[src/iox_pkg.sv]
// Shared constants, state encoding and state record for the four-bit I/O expander
package iox_pkg;

  // Command byte values that select a register
  localparam logic [7:0] CMD_INPUT = 8'h00;
  localparam logic [7:0] CMD_OUTPUT = 8'h01;
  localparam logic [7:0] CMD_POLARITY = 8'h02;
  localparam logic [7:0] CMD_CONFIG = 8'h03;
  localparam logic [7:0] CMD_SPECIAL = 8'h50;

  // General call address and the one soft-reset data byte
  localparam logic [6:0] GC_ADDR = 7'h00;
  localparam logic [7:0] GC_RESET_BYTE = 8'h06;

  // Special function register field positions and the interrupt pin index
  localparam int SFR_INT_BIT = 0;
  localparam int SFR_PU_OFF_BIT = 1;
  localparam int PIN3_IDX = 3;

  // Values after reset
  localparam logic [7:0] CMD_RST = 8'h00;
  localparam logic [3:0] OUT_RST = 4'hf;
  localparam logic [3:0] POL_RST = 4'h0;
  localparam logic [3:0] CFG_RST = 4'hf;
  localparam logic [3:0] IN_RST = 4'hf;
  localparam logic [1:0] SFR_RST = 2'h0;

  // Read-back fill for the unused upper nibble, and for the six unused upper bits of the special register
  localparam logic [3:0] HI_ONES = 4'hf;
  localparam logic [3:0] HI_ZERO = 4'h0;
  localparam logic [5:0] SFR_HI_ZERO = 6'h00;

  // Bit count of one byte on the bus
  localparam logic [3:0] BYTE_BITS = 4'h8;
  localparam logic [3:0] CNT_ZERO = 4'h0;
  localparam logic [3:0] CNT_ONE = 4'h1;

  // Synchroniser width: scl, sda and four port pins
  localparam int SYNC_W = 6;
  localparam logic [5:0] SYNC_RST = 6'h3f;

  typedef enum logic [3:0] {
    ST_IDLE = 4'h0,
    ST_ADDR = 4'h1,
    ST_ADDR_ACK = 4'h2,
    ST_RX = 4'h3,
    ST_RX_ACK = 4'h4,
    ST_TX = 4'h5,
    ST_TX_MACK = 4'h6,
    ST_GC_RX = 4'h7,
    ST_GC_ACK = 4'h8,
    ST_GC_WAIT = 4'h9
  } iox_state_t;

  typedef struct packed {
    iox_state_t st;
    logic [3:0] bitcnt;
    logic [7:0] shreg;
    logic rw;
    logic gc;
    logic cmd_seen;
    logic mack;
    logic [7:0] cmd;
    logic [3:0] outr;
    logic [3:0] pol;
    logic [3:0] cfg;
    logic [1:0] sfr;
    logic [3:0] inr;
    logic scl_prev;
    logic sda_prev;
    logic sda_oe;
    logic [3:0] port_o;
    logic [3:0] port_oe;
    logic [3:0] port_pu;
  } iox_regs_t;

endpackage

[src/iox_sync_if.sv]
// Carrier between the expander core and its input synchroniser
`timescale 1ns/1ps
interface iox_sync_if #(
  parameter int W = 6
);
  logic [W-1:0] raw;
  logic [W-1:0] sync;
  modport user (output raw, input sync);
  modport syncer (input raw, output sync);
endinterface

[src/iox_sync.sv]
// Two-flop synchroniser for pins arriving from outside the clock domain
`timescale 1ns/1ps
module iox_sync #(
  parameter int W = 6,
  parameter logic [W-1:0] RST_VAL = '1
) (
  input wire logic i_sys_clk,
  input wire logic i_rst_n,
  iox_sync_if.syncer sy
);
  // Stage 0 feeds only stage 1; idle-high reset avoids a false start
  logic [1:0][W-1:0] st_q;
  logic [1:0][W-1:0] st_d;

  always_comb begin
    st_d[0] = sy.raw;
    st_d[1] = st_q[0];
  end

  always_ff @(posedge i_sys_clk or negedge i_rst_n) begin
    if (!i_rst_n) begin
      st_q <= {RST_VAL, RST_VAL};
    end else begin
      st_q <= st_d;
    end
  end

  assign sy.sync = st_q[1];
endmodule // iox_sync

[src/iox_expander.sv]
// Four-bit I/O expander core: bus target, registers, ports and change interrupt
`timescale 1ns/1ps
module iox_expander #(
  parameter logic [6:0] OWN_ADDR = 7'h20 // Arbitrary target address
) (
  input wire logic i_sys_clk,
  input wire logic i_rst_n,
  input wire logic i_scl,
  input wire logic i_sda,
  output logic o_sda,
  output logic o_sda_oe,
  input wire logic [3:0] i_port,
  output logic [3:0] o_port,
  output logic [3:0] o_port_oe,
  output logic [3:0] o_port_pu
);
  iox_pkg::iox_regs_t q;
  iox_pkg::iox_regs_t d;
  logic scl;
  logic sda;
  logic [3:0] pins;
  logic scl_rise;
  logic scl_fall;
  logic start_seen;
  logic stop_seen;
  logic soft_rst;
  logic int_mode;
  logic pu_off;
  logic int_low;
  logic [3:0] watch;
  logic [7:0] rd_byte;

  iox_sync_if #(.W(iox_pkg::SYNC_W)) sy ();

  // Pins cross into the system clock through two flops
  assign sy.raw = {i_scl, i_sda, i_port};

  iox_sync #(
    .W(iox_pkg::SYNC_W),
    .RST_VAL(iox_pkg::SYNC_RST)
  ) u_sync (
    .i_sys_clk(i_sys_clk),
    .i_rst_n(i_rst_n),
    .sy(sy)
  );

  // Read-back multiplexer, selected by the stored command
  always_comb begin
    case (q.cmd)
      iox_pkg::CMD_INPUT: rd_byte = {iox_pkg::HI_ONES, q.inr ^ q.pol};
      iox_pkg::CMD_OUTPUT: rd_byte = {iox_pkg::HI_ONES, q.outr};
      iox_pkg::CMD_POLARITY: rd_byte = {iox_pkg::HI_ZERO, q.pol};
      iox_pkg::CMD_CONFIG: rd_byte = {iox_pkg::HI_ONES, q.cfg};
      iox_pkg::CMD_SPECIAL: rd_byte = {iox_pkg::SFR_HI_ZERO, q.sfr};
      default: rd_byte = {iox_pkg::HI_ZERO, iox_pkg::HI_ZERO};
    endcase
  end

  // Whole next-state computation
  always_comb begin
    d = q;
    scl = sy.sync[5];
    sda = sy.sync[4];
    pins = sy.sync[3:0];
    scl_rise = scl & ~q.scl_prev;
    scl_fall = ~scl & q.scl_prev;
    // Start and stop are sda edges while scl stays high
    start_seen = scl & q.scl_prev & q.sda_prev & ~sda;
    stop_seen = scl & q.scl_prev & ~q.sda_prev & sda;
    d.scl_prev = scl;
    d.sda_prev = sda;
    soft_rst = 1'b0;

    case (q.st)
      iox_pkg::ST_IDLE: begin
        d.sda_oe = 1'b0;
      end
      iox_pkg::ST_ADDR: begin
        if (scl_rise) begin
          d.shreg = {q.shreg[6:0], sda};
          d.bitcnt = q.bitcnt + iox_pkg::CNT_ONE;
        end else if (scl_fall && q.bitcnt == iox_pkg::BYTE_BITS) begin
          if (q.shreg[7:1] == OWN_ADDR) begin
            d.sda_oe = 1'b1;
            d.rw = q.shreg[0];
            d.gc = 1'b0;
            d.cmd_seen = 1'b0;
            d.st = iox_pkg::ST_ADDR_ACK;
          end else if (q.shreg[7:1] == iox_pkg::GC_ADDR && !q.shreg[0]) begin
            d.sda_oe = 1'b1;
            d.gc = 1'b1;
            d.rw = 1'b0;
            d.st = iox_pkg::ST_ADDR_ACK;
          end else begin
            // Other targets: stay off the bus and leave the interrupt alone
            d.st = iox_pkg::ST_IDLE;
          end
        end
      end
      iox_pkg::ST_ADDR_ACK: begin
        // Capture on the acknowledge rise, just before read data leaves
        if (scl_rise && q.rw && q.cmd == iox_pkg::CMD_INPUT) begin
          d.inr = pins;
        end
        if (scl_fall) begin
          d.bitcnt = iox_pkg::CNT_ZERO;
          if (q.gc) begin
            d.sda_oe = 1'b0;
            d.st = iox_pkg::ST_GC_RX;
          end else if (q.rw) begin
            d.shreg = rd_byte;
            d.sda_oe = ~rd_byte[7];
            d.st = iox_pkg::ST_TX;
          end else begin
            d.sda_oe = 1'b0;
            d.st = iox_pkg::ST_RX;
          end
        end
      end
      iox_pkg::ST_RX: begin
        if (scl_rise) begin
          d.shreg = {q.shreg[6:0], sda};
          d.bitcnt = q.bitcnt + iox_pkg::CNT_ONE;
        end else if (scl_fall && q.bitcnt == iox_pkg::BYTE_BITS) begin
          if (!q.cmd_seen) begin
            d.cmd = q.shreg;
            d.cmd_seen = 1'b1;
          end else begin
            // Same register for every data byte; input register ignores writes
            case (q.cmd)
              iox_pkg::CMD_OUTPUT: d.outr = q.shreg[3:0];
              iox_pkg::CMD_POLARITY: d.pol = q.shreg[3:0];
              iox_pkg::CMD_CONFIG: d.cfg = q.shreg[3:0];
              iox_pkg::CMD_SPECIAL: d.sfr = q.shreg[1:0];
              default: d.outr = q.outr;
            endcase
          end
          d.sda_oe = 1'b1;
          d.st = iox_pkg::ST_RX_ACK;
        end
      end
      iox_pkg::ST_RX_ACK: begin
        if (scl_fall) begin
          d.sda_oe = 1'b0;
          d.bitcnt = iox_pkg::CNT_ZERO;
          d.st = iox_pkg::ST_RX;
        end
      end
      iox_pkg::ST_TX: begin
        if (scl_rise) begin
          d.bitcnt = q.bitcnt + iox_pkg::CNT_ONE;
        end else if (scl_fall) begin
          if (q.bitcnt == iox_pkg::BYTE_BITS) begin
            d.sda_oe = 1'b0;
            d.mack = 1'b0;
            d.st = iox_pkg::ST_TX_MACK;
          end else begin
            // Open-drain data: pull low only for a zero bit
            d.shreg = {q.shreg[6:0], 1'b0};
            d.sda_oe = ~q.shreg[6];
          end
        end
      end
      iox_pkg::ST_TX_MACK: begin
        if (scl_rise) begin
          if (!sda) begin
            d.mack = 1'b1;
            // A change right in this pulse can be swallowed by the capture
            if (q.cmd == iox_pkg::CMD_INPUT) begin
              d.inr = pins;
            end
          end else begin
            d.st = iox_pkg::ST_IDLE;
          end
        end else if (scl_fall && q.mack) begin
          d.shreg = rd_byte;
          d.sda_oe = ~rd_byte[7];
          d.bitcnt = iox_pkg::CNT_ZERO;
          d.st = iox_pkg::ST_TX;
        end
      end
      iox_pkg::ST_GC_RX: begin
        if (scl_rise) begin
          d.shreg = {q.shreg[6:0], sda};
          d.bitcnt = q.bitcnt + iox_pkg::CNT_ONE;
        end else if (scl_fall && q.bitcnt == iox_pkg::BYTE_BITS) begin
          if (q.shreg == iox_pkg::GC_RESET_BYTE) begin
            d.sda_oe = 1'b1;
            d.st = iox_pkg::ST_GC_ACK;
          end else begin
            d.st = iox_pkg::ST_IDLE;
          end
        end
      end
      iox_pkg::ST_GC_ACK: begin
        if (scl_fall) begin
          d.sda_oe = 1'b0;
          d.st = iox_pkg::ST_GC_WAIT;
        end
      end
      iox_pkg::ST_GC_WAIT: begin
        // A stop has one clock rise and no fall; a fall means a second byte, so drop the message
        if (scl_fall) begin
          d.st = iox_pkg::ST_IDLE;
        end
      end
      default: begin
        d.st = iox_pkg::ST_IDLE;
      end
    endcase

    // Start wins from any state, a repeated start cancels a soft reset
    if (start_seen) begin
      d.st = iox_pkg::ST_ADDR;
      d.bitcnt = iox_pkg::CNT_ZERO;
      d.sda_oe = 1'b0;
    end else if (stop_seen) begin
      soft_rst = (q.st == iox_pkg::ST_GC_WAIT);
      d.st = iox_pkg::ST_IDLE;
      d.sda_oe = 1'b0;
    end

    if (soft_rst) begin
      d.cmd = iox_pkg::CMD_RST;
      d.outr = iox_pkg::OUT_RST;
      d.pol = iox_pkg::POL_RST;
      d.cfg = iox_pkg::CFG_RST;
      d.sfr = iox_pkg::SFR_RST;
      d.inr = iox_pkg::IN_RST;
    end

    // Change detect against the captured value, input pins only
    int_mode = d.sfr[iox_pkg::SFR_INT_BIT];
    pu_off = d.sfr[iox_pkg::SFR_PU_OFF_BIT];
    watch = d.cfg;
    watch[iox_pkg::PIN3_IDX] = d.cfg[iox_pkg::PIN3_IDX] & ~int_mode;
    // Level compare, so a pin going back clears it and each new edge sets it
    int_low = int_mode & (|((pins ^ d.inr) & watch));

    // Pin drivers: cfg bit 1 means input
    d.port_oe = ~d.cfg;
    d.port_o = d.outr;
    d.port_pu = d.cfg & {4{~pu_off}};
    if (int_mode) begin
      d.port_oe[iox_pkg::PIN3_IDX] = int_low;
      d.port_o[iox_pkg::PIN3_IDX] = 1'b0;
      d.port_pu[iox_pkg::PIN3_IDX] = ~pu_off;
    end
  end

  // State register; reset leaves all pins inputs with pull-ups on
  always_ff @(posedge i_sys_clk or negedge i_rst_n) begin
    if (!i_rst_n) begin
      q.st <= iox_pkg::ST_IDLE;
      q.bitcnt <= iox_pkg::CNT_ZERO;
      q.shreg <= 8'h00;
      q.rw <= 1'b0;
      q.gc <= 1'b0;
      q.cmd_seen <= 1'b0;
      q.mack <= 1'b0;
      q.cmd <= iox_pkg::CMD_RST;
      q.outr <= iox_pkg::OUT_RST;
      q.pol <= iox_pkg::POL_RST;
      q.cfg <= iox_pkg::CFG_RST;
      q.sfr <= iox_pkg::SFR_RST;
      q.inr <= iox_pkg::IN_RST;
      q.scl_prev <= 1'b1;
      q.sda_prev <= 1'b1;
      q.sda_oe <= 1'b0;
      q.port_o <= iox_pkg::OUT_RST;
      q.port_oe <= 4'h0;
      q.port_pu <= 4'hf;
    end else begin
      q <= d;
    end
  end

  // Open-drain sda only ever pulls low
  assign o_sda = 1'b0;
  assign o_sda_oe = q.sda_oe;
  assign o_port = q.port_o;
  assign o_port_oe = q.port_oe;
  assign o_port_pu = q.port_pu;
endmodule // iox_expander

[config.mk]
export PLATFORM = sky130hd
export DESIGN_NAME = iox_expander
export DESIGN_NICKNAME = d
export VERILOG_FILES = /design/src/iox_pkg.sv /design/src/iox_sync_if.sv /design/src/iox_sync.sv /design/src/iox_expander.sv
export SDC_FILE = /design/constraint.sdc
export NUM_CORES = 1
export LEC_CHECK = 0
export BUFFER_PORTS_ARGS = -buffer_cell sky130_fd_sc_hd__buf_2
export CAP_MARGIN = 40
export CELL_PAD_IN_SITES_DETAIL_PLACEMENT = 0
export CELL_PAD_IN_SITES_GLOBAL_PLACEMENT = 1
export CORE_UTILIZATION = 40
export DETAILED_ROUTE_END_ITERATION = 8
export PLACE_DENSITY = 0.73
export SETUP_SLACK_MARGIN = 0.4
export SLEW_MARGIN = 20
export SYNTH_ARGS = -nofsm -noshare
export SYNTH_HDL_FRONTEND = slang
export SYNTH_SLANG_ARGS = --single-unit
[constraint.sdc]
create_clock -name i_sys_clk -period 2.9 [get_ports i_sys_clk]
set_input_delay 0.29 -clock i_sys_clk [delete_from_list [all_inputs] [get_ports i_sys_clk]]
set_output_delay 0.29 -clock i_sys_clk [all_outputs]
set_load 0.1 [all_outputs]
==> results of run 1 <==
[final cells by class]
type | instances | share of cell area (%)
Clock buffer | 10 | 3.58
Sequential cell | 70 | 43.0
Multi-Input combinational cell | 276 | 41.8
Inverter | 16 | 1.44
Timing Repair Buffer | 35 | 5.77
Clock inverter | 6 | 1.02
Tap cell | 111 | 3.34
[layout by cell type, fill, tap and decap left out, types with 3 or more instances in the layout]
cell type,count
a32o_1,4
a21oi_1,24
nand3_1,10
and3_1,3
and2_1,4
nor4bb_1,3
buf_4,12
o21ai_0,26
o32a_1,3
buf_2,20
dfstp_2,31
and4_1,3
nor3_1,9
clkbuf_8,9
o22ai_1,4
nand4_1,3
mux2_2,8
nor2b_1,7
mux2i_1,22
dfrtp_1,39
nand2b_1,8
nand2_1,51
nor2_1,33
inv_1,16
[where the power goes]
part	switching (mW)	internal, mW	leakage [nW]
clock	0.385	0.364	0.0938
combinational	0.174	0.117	0.873
sequential	0.0715	1.04	0.837
total	0.630	1.52	1.80
[per-stage QoR]
step	cell area [sq um]	utilization [%]	setup slack (ns)	power, mW	hold WS, ns
finish	4160	45.3	0.601	2.15	0.0404
global route	4160	45.3	0.406	2.27	0.0144
CTS	4130	44.9	0.469	2.17	0.0195
detailed placement	3940	42.8	0.478	1.41	0.347
global placement	3940	42.8	0.558	1.41	0.346
floorplan	3780	-	0.833	1.32	-0.00559
[state kept, by name, indices dropped and copies added, names as in the netlist]
signal          flops
q                  45
o_port_oe           4
o_port_pu           4
o_port              4
o_sda_oe            1
u_sync.sy.sync      6
u_sync.st_d         6
[cell usage after synthesis, types with 4 or more instances]
cell / n / area share, %
nand2_1: 51 / 5.1
dfrtp_1: 39 / 26
nor2_1: 33 / 3.3
dfstp_2: 31 / 22
o21ai_0: 26 / 3.4
a21oi_1: 24 / 3.2
mux2i_1: 22 / 5.8
inv_1: 16 / 1.6
buf_4: 14 / 2.8
clkbuf_1: 12 / 1.2
nand3_1: 10 / 1.3
nor3_1: 9 / 1.2
mux2_2: 8 / 2.4
nand2b_1: 8 / 1.3
nor2b_1: 7 / 1.2
buf_2: 6 / 0.79
a32o_1: 4 / 1.1
and2_1: 4 / 0.66
o22ai_1: 4 / 0.66
[worst min path at each step]
stage	from	to	slack, ns
floorplan	i_rst_n	o_port_oe[0]$_DFF_PN0_	-0.006
global placement	u_sync.st_d[6]$_DFF_PN1_	u_sync.sy.sync[0]$_DFF_PN1_	0.35
detailed placement	u_sync.st_d[8]$_DFF_PN1_	u_sync.sy.sync[2]$_DFF_PN1_	0.35
CTS	i_port[2]	u_sync.st_d[8]$_DFF_PN1_	0.02
global route	i_sda	u_sync.st_d[10]$_DFF_PN1_	0.01
finish	i_port[0]	u_sync.st_d[6]$_DFF_PN1_	0.04
[timing repair]
| action | in CTS | in global routing |
|---|---|---|
| setup endpoints to repair | 0 | 10 |
| endpoints found under the hold margin | 0 | 29 |
| hold buffers | 0 | 1 |
| resized for setup | 0 | 1 |
[metal layers]
metal	track usage, %	routed length [microns]	vias up	share of wire, %
met4	5.77	98	0	1.1
met2	30.2	4230	55	48
met1	27.5	4220	1421	48
met3	3.51	254	7	2.9
li1	-	-	1406	-
met5	0	0	-	0
[cells by family after synthesis]
logic type	Yosys count
mux	30
fa+ha+maj	2
simple gates	152
compound gates	87
flops	70
xor+xnor	4
buf+inv	51
other cells	1
==> flow_metrics.env, run 1 <==
export IMPL_post_synthesis_compound_gate_area_fraction_pct=15.0
export IMPL_cellLeakagePower_nw=1.80
export IMPL_setup_worst_path_start_class="flip-flop"
export IMPL_core_region_area_sq_um=9200
export IMPL_die_extent_in_y_microns=99.2
export IMPL_path_max_fanout=6
export IMPL_slowest_stage="dfrtp_1"
export IMPL_crit_path_cell_trace="inv_1, ha_1, and3b_1, nand4_1, nor2_1, mux2_2, o21ai_0, a21oi_2"
export IMPL_critical_path_arrival_ns=2.52
export IMPL_post_dp_hpwl_microns=6290
export IMPL_postSynthNetCount=407
export IMPL_first_pass_grt_wire_length_microns=14700
export IMPL_gp_congestion=0.874
export IMPL_powerDensity_nw_per_um2=516
export IMPL_clk_insertion_delay_late_ns=0.35
export IMPL_end_kind="flip-flop"
export IMPL_netlist_instances=397
export IMPL_number_of_enable_flip_flop_cells_after_synthesis=0
export IMPL_ys_warn_count=0
export IMPL_antenna_found_initial=0
export IMPL_worst_r2r_setup_slack_ns=0.60
export IMPL_post_cts_setup_repair_buffer_count=0
export IMPL_place_inst=506
export IMPL_min_path_cells=1
export IMPL_worst_path_buf_inv=1
export IMPL_rr_endpoint="o_port_oe[3]$_DFF_PN0_"
export IMPL_cts_root_to_sink_buffers=2
export IMPL_setup_violations=0
export IMPL_clk_pin_slew_worst_paths_ns=0.09
export IMPL_detail_route_first_pass_iterations=4
export IMPL_first_iter_violations=132
export IMPL_critical_path_required_ns=3.13
export IMPL_clock_tree_htree_level_count=3
export IMPL_max_cap_violations=0
export IMPL_synth_distinct_cells=65
export IMPL_crit_cells=8
export IMPL_cts_buffers=9
export IMPL_post_synth_and_or_nand_nor_area_fraction_pct=21.1
export IMPL_drc=0
export IMPL_mappedNetlistArea_sq_um=3780
export IMPL_timing_final_max_slew_violations=0
export IMPL_largest_delay_contributor_family_on_the_critical_path="simple AND/OR/NAND/NOR gates"
export IMPL_std_cell_rows=35
export IMPL_instances_no_fill=524
export IMPL_drt_vias_per_instance=5.51
export IMPL_detail_route_antenna_nets=0
export IMPL_synth_area_mux_share_pct=8.21
export IMPL_final_layout_size_suffix_gt1_share_pct=24.2
export IMPL_outcome="finished clean"
export IMPL_ir_worst_vdd_mv=0.270
export IMPL_worst_hold_path_type="input port to flip-flop"
export IMPL_regArea_sq_um=1790
export IMPL_critPathMaxStageDelay_ns=0.44
export IMPL_detail_route_wirelength_microns=8800
export IMPL_cts_tree="done"
export IMPL_die_w_microns=99.2
export IMPL_initial_core_util_pct=41.1
export IMPL_postSynthRegisterBits=70
export IMPL_r2r_cells=8
export IMPL_placement_io_buffers=20
export IMPL_endpoint="o_port_oe[3]$_DFF_PN0_"
export IMPL_postSynth_asyncResetShare_pct=100
export IMPL_rsz0062_at_grt="no"
export IMPL_min_period_over_period_pct=79.3
export IMPL_diodes=0
export IMPL_grtUsageTotal_pct=19.3
export IMPL_grt_overflow=0
export IMPL_via_count_of_the_first_global_routing_pass=2800
export IMPL_grt_start_max_net_pins=38
export IMPL_filler_cell_count=872
export IMPL_worstReg2RegStart="q[53]$_DFFE_PN0P_"
export IMPL_dr_total_vias=2889
export IMPL_clock_skew_ns=0.0171
export IMPL_cts_sink_count=70
export IMPL_die_area_sq_um=9840
export IMPL_synth_yosys_seq_area_share_pct=47.4
export IMPL_design_portCount=22
export IMPL_finalCriticalPeriod_ns=2.30
export IMPL_area_growth_synth_to_final_pct=10.2
export IMPL_worstMarginPinSlew_ns=0.596
export IMPL_final_hold_viol_count=0
export IMPL_area_share_of_xor_xnor_cells_in_the_synthesized_design_pct=0.927
export IMPL_slew_headroom_pct=59.8
export IMPL_postSynth_topFlopCell="dfrtp_1"
export IMPL_synth_top_family_by_area="simple AND/OR/NAND/NOR gates"
export IMPL_final_setup_tns_ns=0
export IMPL_wire_per_inst_microns=16.8
export IMPL_syn_area_per_cell_sq_um=9.51
export IMPL_multi_input_comb_area_sq_um=1740
export IMPL_synth_adder_area_share_pct=0.662
export IMPL_crit_path_start="q[53]$_DFFE_PN0P_"
export IMPL_final_net_count=418
export IMPL_crit_path_class="flip-flop to flip-flop"
export IMPL_fmax_ghz=0.435
export IMPL_cts_root_buffer="clkbuf_8"
(Power assumes the default switching activity.)
==> run 2: changes to the inputs <==
==> constraint.sdc (replaced) <==
create_clock -name i_sys_clk -period 2.4 [get_ports i_sys_clk]
set_input_delay 0.24 -clock i_sys_clk [delete_from_list [all_inputs] [get_ports i_sys_clk]]
set_output_delay 0.24 -clock i_sys_clk [all_outputs]
set_load 0.1 [all_outputs]
==> run 2 against run 1 <==
  * Core utilization increased by 5.6 points
  * Count of clock-buffer cells in the layout decreased by 1
  * Clock skew decreased by 0.0053 ns
  * Die area unchanged
  * First-iteration DRC count decreased by 20%
  * Wire length increased by 9.5%
  * Power increased by 28%
  * Global-route usage increased by 1.0 points
  * Non-clock buffer count increased by 38
  * Via count increased by 7.8%
  * Fmax increased by 12%
  * Worst hold slack improved by 0.31 ns
  * Critical endpoint is now q[59]$_DFFE_PN0P_
==> flow_metrics.env, run 2 (synthesis gave the netlist of run 1 again) <==
export IMPL_place_inst=520
export IMPL_min_period_over_period_pct=85.2
export IMPL_critical_path_arrival_ns=2.28
export IMPL_setup_worst_path_start_class="flip-flop"
export IMPL_dpl_instance_area_sq_um=4040
export IMPL_final_net_count=456
export IMPL_worst_hold_path_type="flip-flop to flip-flop"
export IMPL_cellLeakagePower_nw=2.04
export IMPL_die_extent_in_y_microns=99.2
export IMPL_timing_final_max_slew_violations=0
export IMPL_final_setup_tns_ns=0
export IMPL_slew_headroom_pct=55.8
export IMPL_diodes=0
export IMPL_path_max_fanout=6
export IMPL_cts_tree="done"
export IMPL_critical_path_required_ns=2.64
export IMPL_final_hold_viol_count=0
export IMPL_design_portCount=22
export IMPL_first_pass_grt_wire_length_microns=15300
export IMPL_fmax_ghz=0.489
export IMPL_min_delay_start="u_sync.st_d[9]$_DFF_PN1_"
export IMPL_die_area_sq_um=9840
export IMPL_worstReg2RegStart="u_sync.sy.sync[5]$_DFF_PN1_"
export IMPL_wire_per_inst_microns=17.1
export IMPL_drt_vias_per_instance=5.54
export IMPL_largest_register_ff_count=45
export IMPL_area_growth_synth_to_final_pct=23.8
export IMPL_grtUsageTotal_pct=20.3
export IMPL_grt_start_max_net_pins=43
export IMPL_powerDensity_nw_per_um2=589
export IMPL_critPathMaxStageDelay_ns=0.63
export IMPL_detail_route_antenna_nets=0
export IMPL_rr_endpoint="q[59]$_DFFE_PN0P_"
export IMPL_min_path_cells=0
export IMPL_outcome="finished clean"
export IMPL_std_cell_rows=35
export IMPL_worstMarginPinSlew_ns=0.663
export IMPL_drc=0
export IMPL_first_iter_violations=105
export IMPL_post_route_util_pct=50.8
export IMPL_clk_pin_slew_worst_paths_ns=0.09
export IMPL_crit_path_class="flip-flop to flip-flop"
export IMPL_clock_skew_ns=0.0117
export IMPL_placement_io_buffers=20
export IMPL_most_common_layout_cells="50 x nand2_1, 39 x buf_4, 38 x dfrtp_1"
export IMPL_die_w_microns=99.2
export IMPL_final_layout_size_suffix_gt1_share_pct=37.0
export IMPL_cts_root_to_sink_buffers=2
export IMPL_regArea_sq_um=1790
export IMPL_detail_route_wirelength_microns=9630
export IMPL_layout_cell_area_excl_fill_sq_um=4680
export IMPL_via_count_of_the_first_global_routing_pass=3016
export IMPL_cts_buffers=9
export IMPL_setup_violations=0
export IMPL_clk_insertion_delay_late_ns=0.36
export IMPL_multi_input_comb_area_sq_um=1950
export IMPL_core_region_area_sq_um=9200
export IMPL_filler_cell_count=846
export IMPL_slowest_stage="dfstp_2"
export IMPL_end_kind="flip-flop"
export IMPL_initial_core_util_pct=41.1
export IMPL_r2r_cells=7
export IMPL_hold_worst_slack_ns=0.347
export IMPL_max_cap_violations=0
export IMPL_cts_sink_count=70
export IMPL_clock_tree_htree_level_count=3
export IMPL_finalCriticalPeriod_ns=2.04
export IMPL_dr_total_vias=3114
export IMPL_largest_register="q"
export IMPL_hold_end="u_sync.sy.sync[3]$_DFF_PN1_"
export IMPL_ir_worst_vdd_mv=0.335
export IMPL_grt_overflow=0
export IMPL_instances_no_fill=562
export IMPL_detail_route_first_pass_iterations=4
export IMPL_gp_congestion=0.871
export IMPL_final_common_cell="nand2_1"
export IMPL_cts_root_buffer="clkbuf_8"
export IMPL_antenna_found_initial=0
export IMPL_worst_r2r_setup_slack_ns=0.36
export IMPL_crit_path_cell_trace="buf_2, nand2b_4, a22oi_1, or3_4, nand3_2, a21oi_4, mux2_4"
export IMPL_rsz0062_at_grt="yes"
export IMPL_post_dp_hpwl_microns=6770
[run 2: how the worst max path moves through the flow]
stage / startpoint / endpoint / cells after the start
6_report: u_sync.sy.sync[5]$_DFF_PN1_ / q[59]$_DFFE_PN0P_ / 7
4_1_cts: q[34]$_DFFE_PN0P_ / q[16]$_DFF_PN1_ / 8
3_3_place_gp: q[53]$_DFFE_PN0P_ / o_port_oe[3]$_DFF_PN0_ / 8
5_1_grt: u_sync.sy.sync[5]$_DFF_PN1_ / o_port_oe[3]$_DFF_PN0_ / 6
2_1_floorplan: q[53]$_DFFE_PN0P_ / o_port_oe[3]$_DFF_PN0_ / 10
3_5_place_dp: q[53]$_DFFE_PN0P_ / o_port_oe[3]$_DFF_PN0_ / 8
[run 2: final cells by class]
cell class                      instances  area share [%]
Timing Repair Buffer                   73            11.6
Clock buffer                            9            2.65
Multi-Input combinational cell        276            41.7
Sequential cell                        70            38.3
Inverter                               16            1.28
Clock inverter                          7            1.47
Tap cell                              111            2.97
[run 2: metal layers]
layer | global-route usage [%] | up-vias | wire, microns
li1 | - | 1487 | -
met1 | 27.0 | 1539 | 4540
met2 | 32.5 | 68 | 4490
met3 | 3.23 | 20 | 341
met4 | 10.3 | 0 | 259
met5 | 0 | - | 0
[run 2: stage by stage]
step / setup WS, ns / power, mW
floorplan: 0.406 / 1.59
global placement: 0.212 / 1.71
detailed placement: 0.182 / 1.72
CTS: 0.368 / 2.73
global route: 0.284 / 2.89
finish: 0.355 / 2.76
[run 2: what timing repair did]
action	CTS	global route
hold endpoints to repair	30	0
hold buffers	7	0
endpoints found under the setup margin	34	34
resized for setup	13	47
buffers inserted	6	13
pin swaps	4	26
[run 2: report_power, final]
part | internal (mW) | switching, mW
clock | 0.410 | 0.536
sequential | 1.25 | 0.0762
combinational | 0.219 | 0.262
[run 2: critical path: cells and delay by family (launching register included)]
| family | cells | cell delay [ns] |
|---|---|---|
| AOI/OAI and AO/OA | 2 | 0.18 |
| muxes | 1 | 0.30 |
| buffers and inverters | 1 | 0.17 |
| DFF | 1 | 0.63 |
| and+or+nand+nor | 3 | 0.65 |
==> run 3: changes to the inputs <==
--- a/config.mk
+++ b/config.mk
@@ -11,7 +11,7 @@
 export CELL_PAD_IN_SITES_GLOBAL_PLACEMENT = 1
 export CORE_UTILIZATION = 40
 export DETAILED_ROUTE_END_ITERATION = 8
-export PLACE_DENSITY = 0.73
+export PLACE_DENSITY = 0.79
 export SETUP_SLACK_MARGIN = 0.4
 export SLEW_MARGIN = 20
 export SYNTH_ARGS = -nofsm -noshare
==> constraint.sdc (replaced) <==
create_clock -name i_sys_clk -period 2.4 [get_ports i_sys_clk]
set_input_delay 0.36 -clock i_sys_clk [delete_from_list [all_inputs] [get_ports i_sys_clk]]
set_output_delay 0.36 -clock i_sys_clk [all_outputs]
set_load 0.1 [all_outputs]
==> run 3 against run 2 <==
  * Sequential share of layout area grew 0.96 points
  * Clock power grew 12%
  * Combinational power shrank 6.2%
  * Critical endpoint is now o_port_oe[3]$_DFF_PN0_
  * Sequential power is essentially flat
  * Sequential cell count is the same
  * Non-clock buffer count shrank 10
  * Via count shrank 3.0%
  * Cell count shrank 1.8%
  * Critical path type unchanged
  * Power grew 2.9%
==> flow_metrics.env, run 3 (synthesis gave the netlist of run 1 again) <==
export IMPL_drt_vias_per_instance=5.47
export IMPL_largest_register_ff_count=45
export IMPL_end_kind="flip-flop"
export IMPL_core_region_area_sq_um=9200
export IMPL_filler_cell_count=880
export IMPL_grt_overflow=0
export IMPL_cts_root_to_sink_buffers=2
export IMPL_diodes=0
export IMPL_max_cap_violations=0
export IMPL_detail_route_antenna_nets=0
export IMPL_antenna_found_initial=0
export IMPL_post_dp_hpwl_microns=6320
export IMPL_rsz0062_at_grt="yes"
export IMPL_final_common_cell="nand2_1"
export IMPL_die_w_microns=99.2
export IMPL_net_switching_power_mw=0.789
export IMPL_power_combinational_fraction_pct=15.9
export IMPL_power_report_internal_total_mw=2.05
export IMPL_fmax_ghz=0.484
export IMPL_worstMarginPinSlew_ns=0.677
export IMPL_final_net_count=446
export IMPL_first_pass_grt_wire_length_microns=14800
export IMPL_finalCriticalPeriod_ns=2.07
export IMPL_die_area_sq_um=9840
export IMPL_area_growth_synth_to_final_pct=20.8
export IMPL_setup_violations=0
export IMPL_die_extent_in_y_microns=99.2
export IMPL_outcome="finished clean"
export IMPL_cts_tree="done"
export IMPL_clk_insertion_delay_late_ns=0.35
export IMPL_cellLeakagePower_nw=2.00
export IMPL_multi_input_comb_area_sq_um=1900
export IMPL_dr_total_vias=3022
export IMPL_most_common_layout_cells="51 x nand2_1, 39 x buf_4, 38 x dfrtp_1"
export IMPL_clock_skew_ns=0.0176
export IMPL_regArea_sq_um=1790
export IMPL_hold_worst_slack_ns=0.0402
export IMPL_p_sw_share_pct=27.8
export IMPL_final_setup_tns_ns=0
export IMPL_detail_route_first_pass_iterations=4
export IMPL_ir_worst_vdd_mv=0.510
export IMPL_min_period_over_period_pct=86.1
export IMPL_gp_congestion=0.901
export IMPL_first_iter_violations=192
export IMPL_timing_final_max_slew_violations=0
export IMPL_via_count_of_the_first_global_routing_pass=2896
export IMPL_largest_register="q"
export IMPL_cts_buffers=9
export IMPL_setup_worst_path_start_class="flip-flop"
export IMPL_critical_path_required_ns=2.68
export IMPL_crit_path_class="flip-flop to flip-flop"
export IMPL_std_cell_rows=35
export IMPL_final_hold_viol_count=0
export IMPL_detail_route_wirelength_microns=9000
export IMPL_grtUsageTotal_pct=19.3
export IMPL_ctsHoldBuffers=0
export IMPL_wire_per_inst_microns=16.3
export IMPL_clk_pin_slew_worst_paths_ns=0.09
export IMPL_slew_headroom_pct=54.9
export IMPL_design_portCount=22
export IMPL_drc=0
export IMPL_final_layout_size_suffix_gt1_share_pct=35.4
export IMPL_path_max_fanout=8
export IMPL_grt_start_max_net_pins=42
export IMPL_critical_path_arrival_ns=2.35
export IMPL_p_clk_share_pct=37.5
export IMPL_worst_hold_path_type="input port to asynchronous set/reset pin"
export IMPL_power_share_of_the_sequential_group_pct=46.7
export IMPL_clock_tree_htree_level_count=3
export IMPL_cts_sink_count=70
export IMPL_cts_root_buffer="clkbuf_8"
export IMPL_initial_core_util_pct=41.1
export IMPL_placement_io_buffers=20
export IMPL_powerDensity_nw_per_um2=622
[run 3: repair_timing]
action / CTS / global route
gates resized for setup: 15 / 37
setup buffers: 7 / 14
setup endpoints to repair: 30 / 36
pin swaps: 7 / 16
[run 3: worst max-delay path, stage by stage, from the launching register on]
cell and delay, ns:
dfstp_2 0.60, and4bb_2 0.30, and4_4 0.25, and4_4 0.30, mux2i_2 0.10, o32a_1 0.32, a21oi_2 0.13
[run 3: through the flow]
stage	instance area [sq um]	total power, mW	std cells	util, %	setup WS, ns
2_1_floorplan	3780	1.59	397	-	0.406
3_3_place_gp	4010	1.70	515	43.6	0.261
3_5_place_dp	4010	1.71	515	43.6	0.178
6_report	4560	2.84	552	49.6	0.334
4_1_cts	4330	2.80	538	47.1	0.339
5_1_grt	4560	2.96	552	49.6	0.260
[run 3: area by class of cell]
type | instances | share of cell area (%)
inverter | 16 | 1.32
clock inverter | 6 | 2.06
multi-input combinational | 276 | 41.7
tap | 111 | 3.04
clock buffer | 10 | 2.80
timing repair buffer | 63 | 9.79
sequential | 70 | 39.3
[run 3: path summary, 6_finish.rpt]
| check | startpoint | endpoint | slack [ns] | cells past startpoint |
|---|---|---|---|---|
| max | q[14]$_DFF_PN1_ | o_port_oe[3]$_DFF_PN0_ | 0.33 | 6 |
| min | i_rst_n | o_sda_oe$_DFFE_PN0P_ | 0.04 | 1 |
| max reg2reg | q[14]$_DFF_PN1_ | o_port_oe[3]$_DFF_PN0_ | 0.33 | 6 |
| min reg2reg | u_sync.st_d[6]$_DFF_PN1_ | u_sync.sy.sync[0]$_DFF_PN1_ | 0.34 | 0 |
| max in group asynchronous | i_rst_n | q[22]$_DFF_PN1_ | 1.65 | 2 |
| min in group i_sys_clk | i_port[1] | u_sync.st_d[7]$_DFF_PN1_ | 0.10 | 1 |
[run 3: power by group through the flow]
stage               Clock (mW)  Sequential, mW  Combinational (mW)
CTS                       1.08            1.32               0.397
global placement             0            1.35               0.355
detailed placement           0            1.35               0.361
floorplan                    0            1.34               0.251
global route              1.13            1.33               0.504
finish                    1.06            1.32               0.451
[run 3: per-layer routing]
metal	global-route usage [%]	vias up	part of all wire, %
li1	-	1463	-
met1	27.6	1493	48
met4	7.69	0	1.8
met3	2.81	14	3.4
met5	0	-	0
met2	29.6	52	47
